## src/rtl/tdc_pkg.sv

```systemverilog
// Constants, register map and state type of the trim and dither bank
package tdc_pkg;

    // ************************************************************
    // Bus geometry
    // ************************************************************
    localparam int ADDR_W = 12;
    localparam int IDX_W = 10;
    localparam int DATA_W = 32;
    localparam int REG_W = 8;
    localparam int NREG = 6;

    // ************************************************************
    // Register indices, byte address is four times the index
    // ************************************************************
    localparam logic [IDX_W-1:0] IDX_GAIN_FIRST = 10'h07a;
    localparam logic [IDX_W-1:0] IDX_GAIN_SECOND = 10'h07b;
    localparam logic [IDX_W-1:0] IDX_REF_ADJUST = 10'h07c;
    localparam logic [IDX_W-1:0] IDX_TERM_FIRST = 10'h07e;
    localparam logic [IDX_W-1:0] IDX_TERM_SECOND = 10'h07f;
    localparam logic [IDX_W-1:0] IDX_NOISE_CTRL = 10'h09d;

    // Storage slots
    localparam int SLOT_GAIN_FIRST = 0;
    localparam int SLOT_GAIN_SECOND = 1;
    localparam int SLOT_REF_ADJUST = 2;
    localparam int SLOT_TERM_FIRST = 3;
    localparam int SLOT_TERM_SECOND = 4;
    localparam int SLOT_NOISE_CTRL = 5;

    // Slot to index table, slot 0 in the low bits
    localparam logic [NREG-1:0][IDX_W-1:0] REG_IDX = {
        IDX_NOISE_CTRL, IDX_TERM_SECOND, IDX_TERM_FIRST,
        IDX_REF_ADJUST, IDX_GAIN_SECOND, IDX_GAIN_FIRST
    };

    // ************************************************************
    // Field layout and reset values
    // ************************************************************
    localparam int REF_TRIM_W = 4;
    localparam int NOISE_ON_BIT = 0;
    localparam int NOISE_LEVEL_BIT = 1;
    localparam int ROUNDING_BIT = 2;
    localparam logic [REG_W-REF_TRIM_W-1:0] REF_RSVD_RST = 4'h0;
    localparam logic [REG_W-1:0] NOISE_CTRL_RST = 8'h01;

    // ************************************************************
    // Bus responses
    // ************************************************************
    localparam logic [1:0] RESP_OKAY = 2'h0;
    localparam logic [1:0] RESP_SLVERR = 2'h2;

    // ************************************************************
    // Module state
    // ************************************************************
    typedef struct packed {
        logic [NREG-1:0][REG_W-1:0] regs;
        logic aw_held;
        logic [IDX_W-1:0] aw_idx;
        logic w_held;
        logic [REG_W-1:0] w_data;
        logic w_lane;
        logic bvalid;
        logic [1:0] bresp;
        logic rvalid;
        logic [REG_W-1:0] rdata;
        logic [1:0] rresp;
    } tdc_state_t;

endpackage

```

## src/rtl/tdc_trim_regs.sv

```systemverilog
// Trim and dither configuration register bank on AXI4-Lite
//
// Functional notes
// First channel gain trim, 8 bits RW
// Second channel gain trim, 8 bits RW
// Reference trim bits 3-0, upper bits reset zero
// First input pair termination trim, 8 bits
// Second input pair termination trim, 8 bits
// Trims load fuse values at reset, stay writable
// Control bit 0 enables dither, resets one
// Control bit 1 picks large dither, resets zero
// Control bit 2 picks rounding error target
// Control resets to 0x01, bits 7-3 reserved
// Full scale adjusted elsewhere, not by gain
// Reads return stored value, no side effects
`timescale 1ns/100ps
module tdc_trim_regs (
    // Clock and reset
    input wire logic aclk,
    input wire logic aresetn,
    // Write address channel
    input wire logic awvalid,
    output logic awready,
    input wire logic [tdc_pkg::ADDR_W-1:0] awaddr,
    input wire logic [2:0] awprot,
    // Write data channel
    input wire logic wvalid,
    output logic wready,
    input wire logic [tdc_pkg::DATA_W-1:0] wdata,
    input wire logic [3:0] wstrb,
    // Write response channel
    output logic bvalid,
    input wire logic bready,
    output logic [1:0] bresp,
    // Read address channel
    input wire logic arvalid,
    output logic arready,
    input wire logic [tdc_pkg::ADDR_W-1:0] araddr,
    input wire logic [2:0] arprot,
    // Read data channel
    output logic rvalid,
    input wire logic rready,
    output logic [tdc_pkg::DATA_W-1:0] rdata,
    output logic [1:0] rresp,
    // Factory values from the fuse store
    input wire logic [tdc_pkg::REG_W-1:0] fuse_gain_first,
    input wire logic [tdc_pkg::REG_W-1:0] fuse_gain_second,
    input wire logic [tdc_pkg::REF_TRIM_W-1:0] fuse_ref_adjust,
    input wire logic [tdc_pkg::REG_W-1:0] fuse_term_first,
    input wire logic [tdc_pkg::REG_W-1:0] fuse_term_second,
    // Trim outputs to the analog core
    output logic [tdc_pkg::REG_W-1:0] gain_adjust_chan_first,
    output logic [tdc_pkg::REG_W-1:0] gain_adjust_chan_second,
    output logic [tdc_pkg::REF_TRIM_W-1:0] reference_voltage_adjust,
    output logic [tdc_pkg::REG_W-1:0] termination_adjust_first,
    output logic [tdc_pkg::REG_W-1:0] termination_adjust_second,
    // Dither controls
    output logic noise_injection_on,
    output logic noise_injection_level,
    output logic rounding_error_choice
);

    // ************************************************************
    // State
    // ************************************************************
    tdc_pkg::tdc_state_t st_q;
    tdc_pkg::tdc_state_t st_d;
    tdc_pkg::tdc_state_t st_rst;

    logic [tdc_pkg::NREG-1:0] wr_sel;
    logic wr_hit;
    logic [tdc_pkg::NREG-1:0] rd_sel;
    logic rd_hit;
    logic [tdc_pkg::REG_W-1:0] rd_val;
    logic aw_fire;
    logic w_fire;
    logic ar_fire;
    logic wr_fire;

    // ************************************************************
    // Address decode
    // ************************************************************
    tdc_addr_decode u_wr_dec (
        .idx(st_q.aw_idx),
        .sel(wr_sel),
        .hit(wr_hit)
    );

    tdc_addr_decode u_rd_dec (
        .idx(araddr[tdc_pkg::ADDR_W-1:2]),
        .sel(rd_sel),
        .hit(rd_hit)
    );

    // ************************************************************
    // Handshakes
    // ************************************************************
    // Protection bits carry no meaning in this bank
    assign awready = !st_q.aw_held;
    assign wready = !st_q.w_held;
    assign arready = !st_q.rvalid;
    assign aw_fire = awvalid && awready;
    assign w_fire = wvalid && wready;
    assign ar_fire = arvalid && arready;
    // Write waits for the previous response to drain
    assign wr_fire = st_q.aw_held && st_q.w_held && !st_q.bvalid;

    // Read mux, plain selection so a read disturbs nothing
    always_comb begin
        rd_val = '0;
        for (int i = 0; i < tdc_pkg::NREG; i++) begin
            if (rd_sel[i]) begin
                rd_val = rd_val | st_q.regs[i];
            end
        end
    end

    // ************************************************************
    // Reset image
    // ************************************************************
    // Sync reset, so fuse values are clocked in while held
    always_comb begin
        st_rst = '0;
        st_rst.regs[tdc_pkg::SLOT_GAIN_FIRST] = fuse_gain_first;
        st_rst.regs[tdc_pkg::SLOT_GAIN_SECOND] = fuse_gain_second;
        st_rst.regs[tdc_pkg::SLOT_REF_ADJUST] =
            {tdc_pkg::REF_RSVD_RST, fuse_ref_adjust};
        st_rst.regs[tdc_pkg::SLOT_TERM_FIRST] = fuse_term_first;
        st_rst.regs[tdc_pkg::SLOT_TERM_SECOND] = fuse_term_second;
        st_rst.regs[tdc_pkg::SLOT_NOISE_CTRL] =
            tdc_pkg::NOISE_CTRL_RST;
        st_rst.bresp = tdc_pkg::RESP_OKAY;
        st_rst.rresp = tdc_pkg::RESP_OKAY;
    end

    // ************************************************************
    // Next state
    // ************************************************************
    always_comb begin
        st_d = st_q;
        if (aw_fire) begin
            st_d.aw_held = 1'b1;
            st_d.aw_idx = awaddr[tdc_pkg::ADDR_W-1:2];
        end
        if (w_fire) begin
            st_d.w_held = 1'b1;
            st_d.w_data = wdata[tdc_pkg::REG_W-1:0];
            st_d.w_lane = wstrb[0];
        end
        if (wr_fire) begin
            // Reserved bits are stored as written, all fields are RW
            for (int i = 0; i < tdc_pkg::NREG; i++) begin
                if (wr_sel[i] && st_q.w_lane) begin
                    st_d.regs[i] = st_q.w_data;
                end
            end
            st_d.aw_held = 1'b0;
            st_d.w_held = 1'b0;
            st_d.bvalid = 1'b1;
            st_d.bresp = wr_hit ? tdc_pkg::RESP_OKAY : tdc_pkg::RESP_SLVERR;
        end else if (st_q.bvalid && bready) begin
            st_d.bvalid = 1'b0;
        end
        if (ar_fire) begin
            st_d.rvalid = 1'b1;
            st_d.rdata = rd_val;
            st_d.rresp = rd_hit ? tdc_pkg::RESP_OKAY : tdc_pkg::RESP_SLVERR;
        end else if (st_q.rvalid && rready) begin
            st_d.rvalid = 1'b0;
        end
    end

    always_ff @(posedge aclk) begin
        if (!aresetn) begin
            st_q <= st_rst;
        end else begin
            st_q <= st_d;
        end
    end

    // ************************************************************
    // Outputs
    // ************************************************************
    assign bvalid = st_q.bvalid;
    assign bresp = st_q.bresp;
    assign rvalid = st_q.rvalid;
    assign rresp = st_q.rresp;
    assign rdata = {{(tdc_pkg::DATA_W-tdc_pkg::REG_W){1'b0}}, st_q.rdata};

    // Gain trim is fine tuning only; full scale has its own control
    assign gain_adjust_chan_first =
        st_q.regs[tdc_pkg::SLOT_GAIN_FIRST];
    assign gain_adjust_chan_second =
        st_q.regs[tdc_pkg::SLOT_GAIN_SECOND];
    assign reference_voltage_adjust =
        st_q.regs[tdc_pkg::SLOT_REF_ADJUST][tdc_pkg::REF_TRIM_W-1:0];
    assign termination_adjust_first =
        st_q.regs[tdc_pkg::SLOT_TERM_FIRST];
    assign termination_adjust_second =
        st_q.regs[tdc_pkg::SLOT_TERM_SECOND];
    assign noise_injection_on =
        st_q.regs[tdc_pkg::SLOT_NOISE_CTRL][tdc_pkg::NOISE_ON_BIT];
    assign noise_injection_level =
        st_q.regs[tdc_pkg::SLOT_NOISE_CTRL][tdc_pkg::NOISE_LEVEL_BIT];
    assign rounding_error_choice =
        st_q.regs[tdc_pkg::SLOT_NOISE_CTRL][tdc_pkg::ROUNDING_BIT];
endmodule

```

## src/rtl/tdc_addr_decode.sv

```systemverilog
// Word index to register slot decoder
`timescale 1ns/100ps
module tdc_addr_decode (
    // Word index
    input wire logic [tdc_pkg::IDX_W-1:0] idx,
    // Decode result
    output logic [tdc_pkg::NREG-1:0] sel,
    output logic hit
);

    // ************************************************************
    // One compare per register
    // ************************************************************
    genvar g;
    generate
        for (g = 0; g < tdc_pkg::NREG; g++) begin : gen_cmp
            assign sel[g] = (idx == tdc_pkg::REG_IDX[g]);
        end
    endgenerate

    assign hit = |sel;

endmodule

```

## config.mk

```make
export PLATFORM = sky130hd
export DESIGN_NAME = tdc_trim_regs
export DESIGN_NICKNAME = d
export VERILOG_FILES = /design/src/rtl/tdc_pkg.sv /design/src/rtl/tdc_trim_regs.sv /design/src/rtl/tdc_addr_decode.sv
export SDC_FILE = /design/constraint.sdc
export NUM_CORES = 1
export LEC_CHECK = 0
export ABC_AREA = 1
export ABC_CLOCK_PERIOD_IN_PS = 1300
export BUFFER_PORTS_ARGS = -buffer_cell sky130_fd_sc_hd__buf_2
export CAP_MARGIN = 25
export CORE_ASPECT_RATIO = 1.75
export CORE_UTILIZATION = 45
export CTS_BUF_LIST = sky130_fd_sc_hd__clkbuf_8
export CTS_CLUSTER_DIAMETER = 60
export CTS_CLUSTER_SIZE = 20
export DETAILED_ROUTE_END_ITERATION = 10
export PLACE_DENSITY = 0.89
export SYNTH_ARGS = -nofsm -noshare
export SYNTH_HDL_FRONTEND = slang
export SYNTH_SLANG_ARGS = --single-unit
```

## constraint.sdc

```tcl
create_clock -name aclk -period 1.3 [get_ports aclk]
set_input_delay 0.26 -clock aclk [delete_from_list [all_inputs] [get_ports aclk]]
set_output_delay 0.26 -clock aclk [all_outputs]
set_load 0.01 [all_outputs]
```

==> metrics.md, run 1 <==
| Metric | Value |
|---|---|
| HP Start | bready |
| Leak pwr | 0.002730 µW |
| Period utilisation layout | 112.1% |
| Starting DRT DRC Count | about 380 |
| Failing checks | DRC, setup timing |
| Number of synthesized flops with an enable pin | 36 |
| Peak fanout along the critical path | 8 |
| Ant diodes | 0 |
| Synth Instances | roughly 560 |
| Final Hold Fails | 0 |
| Congestion Overflow GR | 0 |
| Outcome | complete, but fails checks |
| CORE AREA | 0.009409 mm² |
| Delay of the slowest critical-path stage | 330 ps |
| Total Power | 5662 µW |
| RSZ-0062 raised after global routing | yes |
| Slew Limit Fails | 0 |
| Total of max-cap violations | 0 |
| DR WL/cell | 14.49 µm |
| Crit path max-delay cell type | dfxtp_2 |
| Critical path cell sequence | inv_2 -> nand4_1 -> nor3_2 -> nand3_1 -> nand2_2 -> buf_12 |
| Async SR Flop Fraction | 0% |
| FF+latch count, synth | 81 |
| Routability cong. | 0.8963 |
| CTS Buf Count | 9 |
| Initial antenna violation count | 0 |
| PortBufs | between 100 and 150 |
| Fmax | 0.6862 GHz |
| Top_reg_cell synth | dfxtp_1 |
| Vias in the first global route | 3,975 |
| IO Pins | 189 |
| Crit path time final | 1457 ps |
| VDD IR max | roughly 0.72 mV |
| Initial core utilization | 46.05% |
| Cts hold-fix bufs | 0 |
| R2r setup slk | -160 ps |
| Worst Setup Start Kind | register |
| Worst R2R Path Depth | 6 |
| Seq/Total Area, Yosys | 45.74% |
| Drt total wl | about 12 mm |
| Largest area contributor in the netlist | edfxtp_1 |
| FF-to-FF End | gain_adjust_chan_second[5] |
| Share of layout cells above drive strength 1 | roughly a third |
| All-Layer GR Usage | 23.86% |
| H-tree level count | 3 |
| Hold_ws | 83.59 ps |
| P per Cell Area | 1065 mW/mm² |
| Ys Warns | 0 |
| WHS Endpoint | bvalid |
| Clock latency on the worst-skew pair | 360 ps |
| Largest net degree at the start of global routing | 48 |
| Crit Path Class | register to register |
| Global-route wire length before repair | 18.54 mm |
| Root Buffer | clkbuf_8 |
| Overall die height | ~130 µm |
| CP Capture Type | register |
| CP top delay family | simple AND/OR/NAND/NOR gates |
| WP data arrival | 1530 ps |
| Worst-path clk slew | 80 ps |
| Post-synth top area share | roughly 25% |
| Top post-synthesis cells by area | edfxtp_1, dfxtp_1, buf_4 |
| Top-count cell post-synth | nand2_1 |
| Commonest cells in the netlist | nand2_1, nor2_1, buf_4 |
| Synth-to-layout area growth | 22.70% |
| WP buf/inv | 2 |
| Vias per cell | 5.021 |
| Worst Slack Setup Final | -157.3 ps |
| Req. time, crit path | 1380 ps |
| Layout Utilization | between 50% and 60% |
| Mapped cell area | ~0.0043 mm² |
| Clk sink count | just over 80 |
| Clk_skew | about 12 ps |
| Die Area | 0.01004 mm² |
| Syn_area_per_cell | 7.710 µm² |
| Crit Reg-Reg Startpoint | st_q[31] |
| Final nets | 787 |
| Die width | 76.18 µm |
| CTS tree | yes |
| Via count | 4,037 |
| Post-route antenna net violation count | 0 |
| Hold Crit Depth | 2 |
| Setup TNS | -5817 ps |
| Hold Path Class | primary input to register |
| Number of setup violations in the final report | 49 |
| Core Rows | 47 |
| Yosys cell types | 23 |
| DRC | 1 |
| Hpwl dp | a little under 9 mm |
| Maximum clock path buffer count | 2 |
| First-pass DRT Iterations | 8 |
[where the power goes]
group	total, µW	switching (µW)	internal [µW]
sequential	2930	103	2820
clock	1900	857	1050
combinational	829	479	351
total	5660	1440	4220
[metrics by stage]
stage               std cells  instance area [µm²]  setup slack (ps)
finish                    804                 5316            -157.3
global route              804                 5316            -239.5
CTS                       804                 5264            -105.3
detailed placement        785                 4971            -152.0
global placement          785                 4971            -110.9
floorplan                 587                 4432            -11.25
[registers in the layout, summed over array words and instances (netlist names)]
| name | cells |
|---|---|
| bresp | 1 |
| rounding_error_choice | 1 |
| noise_injection_on | 1 |
| rdata | 8 |
| rresp | 1 |
| rvalid | 1 |
| st_q | 30 |
| termination_adjust_first | 8 |
| noise_injection_level | 1 |
| bvalid | 1 |
| gain_adjust_chan_second | 8 |
| reference_voltage_adjust | 4 |
| gain_adjust_chan_first | 8 |
| termination_adjust_second | 8 |
[worst register-to-register path: stages (launching register included)]
cell     delay [ps]
dfxtp_2         330
inv_2            50
nand4_1         220
nor3_2          230
nand3_1         140
nand2_2         110
buf_12          120
[worst max path at each step]
stage	startpoint	endpoint	slack, ps	cells past startpoint
global placement	st_q[31]	gain_adjust_chan_second[2]	-110	6
floorplan	st_q[31]	gain_adjust_chan_first[0]	-10	5
finish	st_q[31]	gain_adjust_chan_second[5]	-160	6
CTS	st_q[31]	gain_adjust_chan_second[7]	-110	6
global route	st_q[31]	gain_adjust_chan_second[7]	-240	6
detailed placement	st_q[31]	reference_voltage_adjust[2]	-150	6
[kinds of logic (layout without fill, tap and decap cells)]
group / count (synthesis) / after routing / share of synthesized area [%]
AOI/OAI and AO/OA: 52 / 52 / 6.179
buffers and inverters: 132 / 227 / 18.37
other: 1 / 26 / 0.08655
DFF: 81 / 81 / 45.74
and+or+nand+nor: 296 / 296 / 29.63
[layout by cell type, fill, tap and decap left out, types with 5 or more instances in the layout]
master / n
nand2_1: 129
buf_2: 125
nor2_1: 82
dfxtp_1: 38
inv_1: 36
edfxtp_1: 36
buf_4: 36
nand4_1: 34
o21ai_0: 28
conb_1: 26
nand3_1: 22
a21oi_1: 13
nand2_2: 12
clkbuf_8: 9
dfxtp_2: 7
buf_12: 7
inv_2: 5
o21ai_2: 5
[cell type report]
class	instances	area, µm²
clock buffer	9	123.9
clock inverter	6	76.32
fill	845	4093
inverter	41	153.9
multi-input combinational	374	1749
sequential	81	1991
tap	122	152.6
timing repair buffer	171	1070
[metal layers]
metal / global-route usage, % / vias to the layer above / wire (µm)
li1: - / 1964 / -
met1: 23.72 / 1816 / 4048
met2: 43.59 / 209 / 6100
met3: 3.737 / 48 / 661
met4: 18.59 / 0 / 838
met5: 0 / - / 0
[repair_timing]
item	in CTS	in global routing
setup buffers	4	2
resized for setup	28	20
pin swaps	2	5
setup endpoints to repair	62	92
(Power assumes the default switching activity.)
==> inputs of run 2 (changes only) <==
- BUFFER_PORTS_ARGS: -buffer_cell sky130_fd_sc_hd__buf_2 -> not set
- CORE_UTILIZATION: 45 -> 60
- DONT_BUFFER_PORTS: not set -> 1
==> metrics.md, run 2 (synthesized netlist as in run 1, its figures left out) <==
| Metric | Value |
|---|---|
| Vias per cell | 5.876 (+17%) |
| Synth-to-layout area growth | 12.01% |
| Routability cong. | 0.9331 (+4.1%) |
| Worst-path clk slew | 80 ps (about the same) |
| Hpwl dp | 8.058 mm (-9.0%) |
| Die width | 66.24 µm (-13%) |
| Sequential group share of total power | 53.3% (+1.6 points) |
| Root Buffer | clkbuf_8 |
| Global-route wire length before repair | 17.51 mm (-5.5%) |
| Fmax | 0.6793 GHz (-1.0%) |
| Largest net degree at the start of global routing | 49 (+2.1%) |
| WP data arrival | 1550 ps (+20 ps) |
| Req. time, crit path | 1380 ps (about the same) |
| P per Cell Area | 1160 mW/mm² (+8.9%) |
| Via count | 3,831 (-5.1%) |
| Sw Share | 25.95% (+0.55 points) |
| Initial antenna violation count | 0 (unchanged) |
| Clk_skew | 11.15 ps (-1.289 ps) |
| First-pass DRT Iterations | 6 (-2) |
| Worst Slack Setup Final | -172.2 ps (-14.93 ps) |
| Critical path cell sequence | inv_2 -> nand4_1 -> buf_6 -> nor3_4 -> nand3_1 -> nand2_2 -> buf_12 |
| Clock power frac | 36.5% (+2.9 points) |
| Vias in the first global route | 3,596 (-9.5%) |
| Core Rows | 40 (-15%) |
| WHS Endpoint | st_q[79] |
| R2r setup slk | -170 ps (about the same) |
| Initial core utilization | 62.74% (+17 points) |
| Crit path max-delay cell type | dfxtp_2 |
| HP Start | aresetn |
| Switching power | 1460 µW (+1.5%) |
| DRC | 0 (-1) |
| RSZ-0062 raised after global routing | yes |
| DR WL/cell | 18.25 µm (+26%) |
| Slew Limit Fails | 0 (unchanged) |
| Total of max-cap violations | 0 (unchanged) |
| CORE AREA | 0.006907 mm² (-27%) |
| WP buf/inv | 3 (+1) |
| Gate power share | 10.3% (-4.4 points) |
| Crit Path Class | register to register |
| Hold Path Class | primary input to register |
| CP top delay family | simple AND/OR/NAND/NOR gates |
| Peak fanout along the critical path | 8 (unchanged) |
| Overall die height | 114.4 µm (-13%) |
| IO Pins | 189 (unchanged) |
| FF-to-FF End | termination_adjust_second[4] |
| Die Area | 0.007579 mm² (-25%) |
| Leak pwr | 0.002298 µW (-16%) |
| Crit path time final | 1472 ps (+14.93 ps) |
| Most frequent cells in the layout | nand2_1, nor2_1, dfxtp_1 |
| Starting DRT DRC Count | 433 (+13%) |
| Final nets | 672 (-15%) |
| Layout Utilization | 70.27% (+14 points) |
| Most common cell after layout, fill and taps aside | nand2_1 |
| Top reg by flops | st_q |
| VDD IR max | 0.9884 mV (+37%) |
| Worst Setup Start Kind | register |
| Number of setup violations in the final report | 53 (+8.2%) |
| Outcome | complete, but fails checks |
| Max FFs per register | 30 (unchanged) |
| Clk sink count | 81 (unchanged) |
| Worst R2R Path Depth | 7 (+1) |
| Congestion Overflow GR | 0 (unchanged) |
| Clock latency on the worst-skew pair | 360 ps (about the same) |
| CP Capture Type | register |
| Delay of the slowest critical-path stage | 350 ps (+20 ps) |
| Post-route antenna net violation count | 0 (unchanged) |
| Hold_ws | 25.84 ps (-57.76 ps) |
| Hold Crit Depth | 2 (unchanged) |
| Fillers | 497 (-41%) |
| CTS Buf Count | 9 (unchanged) |
| CTS tree | yes |
| Period utilisation layout | 113.2% (+1.1 points) |
| Crit Reg-Reg Startpoint | st_q[31] |
| Ant diodes | 0 (unchanged) |
| P_int | 4167 µW (-1.3%) |
| H-tree level count | 3 (unchanged) |
| Final Hold Fails | 0 (unchanged) |
| Drt total wl | 11.90 mm (+2.1%) |
| Maximum clock path buffer count | 2 (unchanged) |
| Share of layout cells above drive strength 1 | 22.36% (-11 points) |
| PortBufs | 0 (-100%) |
| Failing checks | setup timing |
| All-Layer GR Usage | 31.86% (+8.0 points) |
==> run 2: layout make-up <==
class	instances	area (µm²)	area share, %
sequential	81	1988	40.96
timing repair buffer	55	510.5	10.52
multi-input combinational	375	1874	38.62
clock buffer	10	137.6	2.836
tap	84	105.1	2.166
inverter	41	153.9	3.171
clock inverter	6	83.83	1.727
==> run 2: through the flow <==
stage / setup TNS [ps] / std cells / total power [µW] / instance area [µm²] / setup WS (ps)
6_report: -6190 / 652 / 5628 / 4853 / -172.2
4_1_cts: -7593 / 647 / 5547 / 4657 / -191.6
3_5_place_dp: -7648 / 625 / 3538 / 4295 / -201.9
5_1_grt: -8377 / 652 / 5807 / 4853 / -200.7
3_3_place_gp: -3405 / 625 / 3512 / 4295 / -114.5
2_1_floorplan: -360.0 / 587 / 3516 / 4432 / -11.25
==> run 2: power groups by stage <==
stage | Clock [µW] | Combinational, µW | Sequential [µW]
2_1_floorplan | 0 | 574 | 2940
3_3_place_gp | 0 | 484 | 3030
3_5_place_dp | 0 | 503 | 3030
4_1_cts | 2040 | 529 | 2980
5_1_grt | 2160 | 639 | 3010
6_report | 2050 | 578 | 3000
==> run 2: layer usage <==
layer,global-route usage (%),wire length [µm],up-vias,part of all wire [%]
li1,-,-,1742,-
met5,0,0,-,0
met3,8.566,1149,77,9.7
met2,55.31,6275,292,53
met4,24.68,938,0,7.9
met1,30.76,3533,1720,30
==> run 2: how the worst max path moves through the flow <==
stage	from	cells past startpoint	slack [ps]	to
2_1_floorplan	st_q[31]	5	-10	gain_adjust_chan_first[0]
3_3_place_gp	st_q[31]	5	-110	reference_voltage_adjust[3]
3_5_place_dp	st_q[31]	6	-200	termination_adjust_second[0]
4_1_cts	st_q[31]	6	-190	gain_adjust_chan_second[4]
5_1_grt	st_q[30]	9	-200	st_q[82]
6_report	st_q[31]	7	-170	termination_adjust_second[4]
==> run 2: what timing repair did <==
item / in CTS / in global routing
pin swaps: 5 / 13
hold endpoints to repair: 2 / 0
resized for setup: 33 / 45
hold buffers: 2 / 0
cloned: 0 / 1
endpoints found under the setup margin: 53 / 89
buffers inserted: 4 / 4
